**src/design/irq_enable_consts.vh**
```
// Constants for the interrupt enable mask block
`ifndef IRQ_ENABLE_CONSTS_VH
`define IRQ_ENABLE_CONSTS_VH

// Register byte addresses
`define ADDR_IRQ_ENABLE_MASK   4'h0
`define ADDR_IRQ_EVENT_STATUS  4'h4
`define ADDR_IRQ_PENDING       4'h8

// Reset value of the enable mask
`define IRQ_ENABLE_RESET       16'h0000

// Enable bit positions
`define BIT_RX_FIFO_OVERRUN    0
`define BIT_MISSED_TALLY       1
`define BIT_ALIGN_TALLY        2
`define BIT_CRC_TALLY          3
`define BIT_RX_AREA_EXCEEDED   4
`define BIT_RX_BUFFERS_EXH     5
`define BIT_RX_DESCRIPTOR      6
`define BIT_TIMER_DONE         7
`define BIT_TX_ERROR           8
`define BIT_TX_DONE            9
`define BIT_RX_PACKET          10
`define BIT_PROGRAMMABLE       11
`define BIT_FILTER_LOAD_DONE   12
`define BIT_HEARTBEAT_LOST     13
`define BIT_BUS_RETRY          14
`define BIT_MUST_BE_ZERO       15

// Mask of bits that can be written
`define IRQ_ENABLE_WMASK       16'h7FFF

// AXI responses
`define RESP_OKAY              2'h0
`define RESP_SLVERR            2'h2

`endif

```
**src/design/event_latch.v**
```verilog
// Sticky event latch, set wins over clear
`default_nettype none
module event_latch #(
  parameter WIDTH = 15
) (
  // Clock and reset
  input  wire             aclk,
  input  wire             aresetn,
  // Events and clear
  input  wire [WIDTH-1:0] event_in,
  input  wire [WIDTH-1:0] clear_in,
  // Latched state
  output reg  [WIDTH-1:0] latched
);
  genvar i;
  generate
    for (i = 0; i < WIDTH; i = i + 1) begin : g_bit
      always @(posedge aclk) begin
        if (!aresetn)
          latched[i] <= 1'b0;
        else if (event_in[i])
          latched[i] <= 1'b1;
        else if (clear_in[i])
          latched[i] <= 1'b0;
      end
    end
  endgenerate
endmodule
`default_nettype wire

```
**src/design/interrupt_enable_mask.v**
```verilog
// Interrupt enable mask register with AXI4-Lite access and gated interrupt output
//
// How it works
// - Bit 14 enables interrupt on bus retry requests.
// - Bit 13 enables interrupt on heartbeat lost.
// - Bit 12 enables interrupt when address filter load completes.
// - Bit 11 enables interrupt for descriptors with programmable flag set.
// - Bit 10 enables interrupt for each accepted received packet.
// - Bit 9 enables interrupt on successful transmit completion.
// - Bit 8 enables interrupt on transmit errors.
// - An enable gates the CRC tally warning interrupt.
// - An enable gates the alignment tally warning interrupt.
// - An enable gates the missed packet tally warning interrupt.
// - Separate enables gate buffers exhausted and buffer area exceeded.
// - An enable gates the receive FIFO overrun interrupt.
//
// Chosen here: the placing of the registers and the AXI4-Lite register port.
`default_nettype none
`include "irq_enable_consts.vh"
module interrupt_enable_mask #(
  parameter ADDR_WIDTH = 4
) (
  // Clock and reset
  input  wire                  aclk,
  input  wire                  aresetn,
  // AXI4-Lite write address
  input  wire [ADDR_WIDTH-1:0] s_axi_awaddr,
  input  wire                  s_axi_awvalid,
  output reg                   s_axi_awready,
  // AXI4-Lite write data
  input  wire [31:0]           s_axi_wdata,
  input  wire [3:0]            s_axi_wstrb,
  input  wire                  s_axi_wvalid,
  output reg                   s_axi_wready,
  // AXI4-Lite write response
  output reg  [1:0]            s_axi_bresp,
  output reg                   s_axi_bvalid,
  input  wire                  s_axi_bready,
  // AXI4-Lite read address
  input  wire [ADDR_WIDTH-1:0] s_axi_araddr,
  input  wire                  s_axi_arvalid,
  output reg                   s_axi_arready,
  // AXI4-Lite read data
  output reg  [31:0]           s_axi_rdata,
  output reg  [1:0]            s_axi_rresp,
  output reg                   s_axi_rvalid,
  input  wire                  s_axi_rready,
  // Event pulses from the controller
  input  wire                  bus_retry_evt,
  input  wire                  heartbeat_lost_evt,
  input  wire                  filter_load_done_evt,
  input  wire                  descriptor_done_evt,
  input  wire                  descriptor_irq_flag,
  input  wire                  rx_packet_evt,
  input  wire                  tx_done_evt,
  input  wire                  tx_error_evt,
  input  wire                  timer_done_evt,
  input  wire                  rx_descriptor_evt,
  input  wire                  rx_buffers_exhausted_evt,
  input  wire                  rx_area_exceeded_evt,
  input  wire                  crc_tally_warn_evt,
  input  wire                  align_tally_warn_evt,
  input  wire                  missed_tally_warn_evt,
  input  wire                  rx_fifo_overrun_evt,
  // Enable bits and interrupt
  output reg  [15:0]           enable_mask_out,
  output reg                   irq
);

  reg  [15:0] enable_mask;
  wire [14:0] events;
  wire [14:0] status;
  wire [14:0] pending;
  reg  [14:0] status_clear;

  // Field names of the enable register
  wire bus_retry_irq_en            = enable_mask[`BIT_BUS_RETRY];
  wire heartbeat_lost_irq_en       = enable_mask[`BIT_HEARTBEAT_LOST];
  wire filter_load_done_irq_en     = enable_mask[`BIT_FILTER_LOAD_DONE];
  wire programmable_irq_en         = enable_mask[`BIT_PROGRAMMABLE];
  wire rx_packet_irq_en            = enable_mask[`BIT_RX_PACKET];
  wire tx_done_irq_en              = enable_mask[`BIT_TX_DONE];
  wire tx_error_irq_en             = enable_mask[`BIT_TX_ERROR];
  wire timer_done_irq_en           = enable_mask[`BIT_TIMER_DONE];
  wire rx_descriptor_irq_en        = enable_mask[`BIT_RX_DESCRIPTOR];
  wire rx_buffers_exhausted_irq_en = enable_mask[`BIT_RX_BUFFERS_EXH];
  wire rx_area_exceeded_irq_en     = enable_mask[`BIT_RX_AREA_EXCEEDED];
  wire crc_tally_warn_irq_en       = enable_mask[`BIT_CRC_TALLY];
  wire align_tally_warn_irq_en     = enable_mask[`BIT_ALIGN_TALLY];
  wire missed_tally_warn_irq_en    = enable_mask[`BIT_MISSED_TALLY];
  wire rx_fifo_overrun_irq_en      = enable_mask[`BIT_RX_FIFO_OVERRUN];

  // Raw event vector in enable-bit order
  assign events[`BIT_BUS_RETRY]        = bus_retry_evt;
  assign events[`BIT_HEARTBEAT_LOST]   = heartbeat_lost_evt;
  assign events[`BIT_FILTER_LOAD_DONE] = filter_load_done_evt;
  // Only descriptors carrying the flag count
  assign events[`BIT_PROGRAMMABLE]     = descriptor_done_evt & descriptor_irq_flag;
  assign events[`BIT_RX_PACKET]        = rx_packet_evt;
  assign events[`BIT_TX_DONE]          = tx_done_evt;
  assign events[`BIT_TX_ERROR]         = tx_error_evt;
  assign events[`BIT_TIMER_DONE]       = timer_done_evt;
  assign events[`BIT_RX_DESCRIPTOR]    = rx_descriptor_evt;
  assign events[`BIT_RX_BUFFERS_EXH]   = rx_buffers_exhausted_evt;
  assign events[`BIT_RX_AREA_EXCEEDED] = rx_area_exceeded_evt;
  assign events[`BIT_CRC_TALLY]        = crc_tally_warn_evt;
  assign events[`BIT_ALIGN_TALLY]      = align_tally_warn_evt;
  assign events[`BIT_MISSED_TALLY]     = missed_tally_warn_evt;
  assign events[`BIT_RX_FIFO_OVERRUN]  = rx_fifo_overrun_evt;

  // Sticky status of every event, enabled or not
  event_latch #(
    .WIDTH (15)
  ) u_status (
    .aclk     (aclk),
    .aresetn  (aresetn),
    .event_in (events),
    .clear_in (status_clear),
    .latched  (status)
  );

  // Gating of each latched event by its enable
  assign pending[`BIT_BUS_RETRY]        = status[`BIT_BUS_RETRY] & bus_retry_irq_en;
  assign pending[`BIT_HEARTBEAT_LOST]   = status[`BIT_HEARTBEAT_LOST] & heartbeat_lost_irq_en;
  assign pending[`BIT_FILTER_LOAD_DONE] = status[`BIT_FILTER_LOAD_DONE] & filter_load_done_irq_en;
  assign pending[`BIT_PROGRAMMABLE]     = status[`BIT_PROGRAMMABLE] & programmable_irq_en;
  assign pending[`BIT_RX_PACKET]        = status[`BIT_RX_PACKET] & rx_packet_irq_en;
  assign pending[`BIT_TX_DONE]          = status[`BIT_TX_DONE] & tx_done_irq_en;
  assign pending[`BIT_TX_ERROR]         = status[`BIT_TX_ERROR] & tx_error_irq_en;
  assign pending[`BIT_TIMER_DONE]       = status[`BIT_TIMER_DONE] & timer_done_irq_en;
  assign pending[`BIT_RX_DESCRIPTOR]    = status[`BIT_RX_DESCRIPTOR] & rx_descriptor_irq_en;
  assign pending[`BIT_CRC_TALLY]        = status[`BIT_CRC_TALLY] & crc_tally_warn_irq_en;
  assign pending[`BIT_ALIGN_TALLY]      = status[`BIT_ALIGN_TALLY] & align_tally_warn_irq_en;
  assign pending[`BIT_MISSED_TALLY]     = status[`BIT_MISSED_TALLY] & missed_tally_warn_irq_en;
  assign pending[`BIT_RX_BUFFERS_EXH]   = status[`BIT_RX_BUFFERS_EXH] & rx_buffers_exhausted_irq_en;
  assign pending[`BIT_RX_AREA_EXCEEDED] = status[`BIT_RX_AREA_EXCEEDED] & rx_area_exceeded_irq_en;
  assign pending[`BIT_RX_FIFO_OVERRUN]  = status[`BIT_RX_FIFO_OVERRUN] & rx_fifo_overrun_irq_en;

  // Full byte address decode, shared by both channels
  function [1:0] reg_index;
    input [ADDR_WIDTH-1:0] addr;
    begin
      case (addr)
        `ADDR_IRQ_ENABLE_MASK:  reg_index = 2'h1;
        `ADDR_IRQ_EVENT_STATUS: reg_index = 2'h2;
        `ADDR_IRQ_PENDING:      reg_index = 2'h3;
        default:                reg_index = 2'h0;
      endcase
    end
  endfunction

  // Write channel: address and data latched in either order
  reg                  aw_held;
  reg                  w_held;
  reg [ADDR_WIDTH-1:0] aw_addr;
  reg [31:0]           w_data;
  reg [3:0]            w_strb;
  wire                 do_write = aw_held & w_held & ~s_axi_bvalid;
  wire [1:0]           wr_index = reg_index(aw_addr);
  wire [15:0]          strb_bits = {{8{w_strb[1]}}, {8{w_strb[0]}}};

  always @(posedge aclk) begin
    if (!aresetn) begin
      aw_held       <= 1'b0;
      w_held        <= 1'b0;
      aw_addr       <= {ADDR_WIDTH{1'b0}};
      w_data        <= 32'h00000000;
      w_strb        <= 4'h0;
      s_axi_awready <= 1'b0;
      s_axi_wready  <= 1'b0;
      s_axi_bvalid  <= 1'b0;
      s_axi_bresp   <= `RESP_OKAY;
    end else begin
      s_axi_awready <= ~aw_held & ~s_axi_awready & ~(s_axi_awvalid & s_axi_awready) & ~s_axi_bvalid;
      s_axi_wready  <= ~w_held & ~s_axi_wready & ~(s_axi_wvalid & s_axi_wready) & ~s_axi_bvalid;
      if (s_axi_awvalid & s_axi_awready) begin
        aw_held <= 1'b1;
        aw_addr <= s_axi_awaddr;
      end
      if (s_axi_wvalid & s_axi_wready) begin
        w_held <= 1'b1;
        w_data <= s_axi_wdata;
        w_strb <= s_axi_wstrb;
      end
      if (do_write) begin
        aw_held      <= 1'b0;
        w_held       <= 1'b0;
        s_axi_bvalid <= 1'b1;
        s_axi_bresp  <= (wr_index == 2'h0) ? `RESP_SLVERR : `RESP_OKAY;
      end else if (s_axi_bvalid & s_axi_bready) begin
        s_axi_bvalid <= 1'b0;
      end
    end
  end

  // Enable register; bit 15 is forced to zero
  always @(posedge aclk) begin
    if (!aresetn)
      enable_mask <= `IRQ_ENABLE_RESET;
    else if (do_write && wr_index == 2'h1)
      enable_mask <= ((enable_mask & ~strb_bits) | (w_data[15:0] & strb_bits)) & `IRQ_ENABLE_WMASK;
  end

  // Write one to a status bit clears it
  always @* begin
    status_clear = 15'h0000;
    if (do_write && wr_index == 2'h2)
      status_clear = w_data[14:0] & strb_bits[14:0];
  end

  // Read channel
  reg [15:0] rd_value;
  wire [1:0] rd_index = reg_index(s_axi_araddr);

  always @* begin
    case (rd_index)
      2'h1:    rd_value = enable_mask;
      2'h2:    rd_value = {1'b0, status};
      2'h3:    rd_value = {1'b0, pending};
      default: rd_value = 16'h0000;
    endcase
  end

  always @(posedge aclk) begin
    if (!aresetn) begin
      s_axi_arready <= 1'b0;
      s_axi_rvalid  <= 1'b0;
      s_axi_rdata   <= 32'h00000000;
      s_axi_rresp   <= `RESP_OKAY;
    end else begin
      s_axi_arready <= ~s_axi_arready & ~s_axi_rvalid & s_axi_arvalid;
      if (s_axi_arvalid & s_axi_arready) begin
        s_axi_rvalid <= 1'b1;
        s_axi_rdata  <= {16'h0000, rd_value};
        s_axi_rresp  <= (rd_index == 2'h0) ? `RESP_SLVERR : `RESP_OKAY;
      end else if (s_axi_rvalid & s_axi_rready) begin
        s_axi_rvalid <= 1'b0;
      end
    end
  end

  // Registered outputs
  always @(posedge aclk) begin
    if (!aresetn) begin
      irq             <= 1'b0;
      enable_mask_out <= `IRQ_ENABLE_RESET;
    end else begin
      irq             <= |pending;
      enable_mask_out <= enable_mask;
    end
  end

endmodule
`default_nettype wire

```
**config.mk**
```make
export PLATFORM = sky130hd
export DESIGN_NAME = interrupt_enable_mask
export DESIGN_NICKNAME = d
export VERILOG_FILES = /design/src/design/event_latch.v /design/src/design/interrupt_enable_mask.v
export VERILOG_INCLUDE_DIRS = /design/src /design/src/design
export SDC_FILE = /design/constraint.sdc
export NUM_CORES = 1
export LEC_CHECK = 0
export BUFFER_PORTS_ARGS = -buffer_cell sky130_fd_sc_hd__buf_2
export CORE_ASPECT_RATIO = 1.75
export CORE_MARGIN = 2
export CORE_UTILIZATION = 50
export CTS_CLUSTER_DIAMETER = 100
export DETAILED_ROUTE_END_ITERATION = 10
export PLACE_DENSITY = 0.8
export RECOVER_POWER = 50
export SLEW_MARGIN = 20
export SYNTH_ARGS = -nofsm -noshare
export SYNTH_HDL_FRONTEND = slang
export SYNTH_SLANG_ARGS = --single-unit
```
**constraint.sdc**
```tcl
create_clock -name aclk -period 3.26 [get_ports aclk]
set_input_delay 0.163 -clock aclk [delete_from_list [all_inputs] [get_ports aclk]]
set_output_delay 0.163 -clock aclk [all_outputs]
set_load 0.005 [all_outputs]
```
==> impl_metrics.env <==
export IMPL_synthToLayoutAreaGrowth_pct=17.4
export IMPL_synth_top_family_by_area="compound AO/OA/AOI/OAI gates"
export IMPL_drive_above_1_share_pct=17.3
export IMPL_starting_utilization_of_the_core_area_pct=51.7
export IMPL_path_max_fanout=17
export IMPL_min_period_ps=2090
export IMPL_synthCells=391
export IMPL_timing_final_crit_share_pct=64.2
export IMPL_vias_in_the_first_global_route=2759
export IMPL_cell_at_the_root_of_the_clock_tree="sky130_fd_sc_hd__clkbuf_16"
export IMPL_kind_of_start_point_of_the_critical_path="flop"
export IMPL_synth_main_ff_cell="sky130_fd_sc_hd__dfxtp_1"
export IMPL_max_slew_worst_pin_slew_ps=1020
export IMPL_cts_htree_levels=3
export IMPL_antenna_diode_count=0
export IMPL_place_inst=544
export IMPL_final_cell_count_no_fill=559
export IMPL_synth_warning_count=0
export IMPL_report_final_hold_viol_count=0
export IMPL_route_detailed_vias_per_inst=5.37
export IMPL_crit_path_end_kind="flop"
export IMPL_vias_after_detailed_routing=3001
export IMPL_crit_family="compound AO/OA/AOI/OAI gates"
export IMPL_timing_fmax_mhz=478
export IMPL_antenna_found_initial=0
export IMPL_share_of_synthesized_flip_flops_with_an_asynchronous_set_or_reset_pct=0
export IMPL_finalSetupTns_ps=0
export IMPL_post_cts_resized_instances=0
export IMPL_multi_input_comb_area_um2=1530
export IMPL_synthXorXnorAreaFrac_pct=0
export IMPL_worstPathRequired_ps=3510
export IMPL_power_density_nw_per_um2=535
export IMPL_critical_path_max_stage_delay_ps=580
export IMPL_finClkSkew_ps=5.40
export IMPL_floorplan_core_area_um2=6910
export IMPL_placed_area_um2=3970
export IMPL_floorplan_die_height_um=116
export IMPL_cts_hold_fix_buffers=0
export IMPL_mapped_area_um2=3570
export IMPL_crit_slowest_cell="sky130_fd_sc_hd__clkbuf_1"
export IMPL_cts_inserted_buffers=9
export IMPL_worst_path_bufs_invs=1
export IMPL_gp_weighted_congestion=0.797
export IMPL_grt_start_max_net_pins=37
export IMPL_p_leak_nw=1.70
export IMPL_design_die_area_um2=7860
export IMPL_final_util_pct=60.7
export IMPL_register_area_um2=1820
export IMPL_dp_hpwl_mm=5.85
export IMPL_grt_util_all_layers_pct=21.9
export IMPL_worst_ep_arrival_time_ps=2340
export IMPL_rows=40
export IMPL_synth_area_per_cell_um2=9.13
export IMPL_synth_simple_gate_area_share_pct=18.1
export IMPL_netlist_cell_type_count=35
export IMPL_firstDrtPassIters=4
export IMPL_slew_violations=0
export IMPL_relSlewSlack_pct=32.0
export IMPL_max_cap_violations=0
export IMPL_wirelength_mm=8.15
export IMPL_nets=538
export IMPL_wl_per_cell_um=14.6
export IMPL_final_cell_area_um2=4190
export IMPL_grt_pass1_wl_mm=12.9
export IMPL_cts_sink_count=91
export IMPL_max_vdd_ir_drop_mv=0.294
export IMPL_detail_route_antenna_nets=0
export IMPL_layout_cells_most_common_list="sky130_fd_sc_hd__dfxtp_1, sky130_fd_sc_hd__buf_2, sky130_fd_sc_hd__nand2_1, sky130_fd_sc_hd__nor2_1, sky130_fd_sc_hd__a21oi_1"
export IMPL_synth_edff_count=0
export IMPL_drt_iter0_markers=225
export IMPL_compound_cell_area_share_of_the_yosys_netlist_pct=18.7
export IMPL_seq_area_frac_synth_pct=51.0
export IMPL_synth_mux_area_fraction_pct=4.20
export IMPL_num_io_pins=125
export IMPL_kind_of_critical_path="reg -> reg"
export IMPL_floorplan_die_width_um=67.9
export IMPL_tritoncts="yes"
export IMPL_clkLatencyLatePin_ps=340
export IMPL_hold_slack_ps=57.3
export IMPL_run_status="complete, no violations"
export IMPL_clkSlewWorstSetupHoldPaths_ps=60
export IMPL_ctsLongestPathBuffers=2
export IMPL_setup_viol=0
export IMPL_buffer_ports_inserted=85
export IMPL_drc=0
export IMPL_grt_setup_unrepaired="no"
export IMPL_final_common_cell="sky130_fd_sc_hd__dfxtp_1"
export IMPL_path_cells="nand2_1 > a2111oi_0 > clkbuf_1 > a22oi_1 > nor2_1"
export IMPL_post_synthesis_share_of_cell_area_spent_on_full_adders_half_adders_and_majority_gates_pct=0
export IMPL_synth_seq_cells=91
export IMPL_globalRouteOverflowTotal=0
export IMPL_cts_post_setup_buffers_inserted=0
export IMPL_final_fill_count=617
export IMPL_hp_class="in -> reg"
-- worst register-to-register path, stage by stage (launching register included) --
cell and delay, ps:
sky130_fd_sc_hd__dfxtp_1 360, sky130_fd_sc_hd__nand2_1 350, sky130_fd_sc_hd__a2111oi_0 410, sky130_fd_sc_hd__clkbuf_1 580
sky130_fd_sc_hd__a22oi_1 180, sky130_fd_sc_hd__nor2_1 130
-- final timing paths --
path / from / end / slack, ps / cells past startpoint
max: s_axi_arready / s_axi_rdata[8] / 1170 / 5
min: s_axi_wdata[12] / w_data[12] / 60 / 3
max reg2reg: s_axi_arready / s_axi_rdata[8] / 1170 / 5
min reg2reg: s_axi_rvalid / s_axi_arready / 460 / 1
-- power breakdown --
group	internal [mW]	switching, mW	total, mW	leakage [nW]
clock	0.529	0.389	0.918	0.132
combinational	0.0593	0.0872	0.146	0.823
sequential	1.15	0.0332	1.18	0.741
-- metrics by stage --
| step | total power [mW] | worst slack (ps) |
|---|---|---|
| 6_report | 2.24 | 1170 |
| 4_1_cts | 2.25 | 1310 |
| 2_1_floorplan | 1.30 | 1590 |
| 3_5_place_dp | 1.35 | 1300 |
| 5_1_grt | 2.32 | 917 |
| 3_3_place_gp | 1.34 | 1310 |
-- area by class of cell --
cell class	count	share of cell area, %
clock inverters	3	0.358
repair buffers	87	9.79
inverters	18	1.61
multi-input cells	264	36.4
well taps	84	2.51
clock buffers	12	5.88
flip-flops and latches	91	43.4
-- cells in the mapped netlist (all sizes together) (2+ instances only) --
| master | instances | share of area (%) |
|---|---|---|
| mux2i | 15 | 4.2 |
| buf | 22 | 4.4 |
| a22o | 2 | 0.49 |
| a221oi | 2 | 0.49 |
| a32o | 13 | 3.6 |
| nor4 | 2 | 1.2 |
| a21oi | 29 | 4.1 |
| o21ai | 17 | 2.4 |
| and2 | 16 | 2.8 |
| dfxtp | 91 | 51 |
| or3b | 3 | 0.81 |
| nor2 | 33 | 3.5 |
| nor3 | 4 | 0.56 |
| a22oi | 16 | 3.4 |
| clkbuf | 15 | 1.6 |
| inv | 18 | 1.9 |
| nand2b | 16 | 2.8 |
| nand3 | 6 | 0.84 |
| a31oi | 15 | 2.6 |
| nand2 | 45 | 4.7 |
-- cell families (layout without fill, tap and decap cells) --
family          after synthesis  after routing
buf+inv                      55            120
mux                          15             15
simple gates                129            129
other cells                   1             20
flops                        91             91
compound gates              100            100
-- routing by layer --
layer  vias up  routed length [um]  track usage, %
met2       103                4310            38.0
met4         0                 345            11.1
met1      1395                3090            24.0
li1       1480                   -               -
met5         -                   0               0
met3        23                 411            5.73
Power figures use the tool's default switching activity.
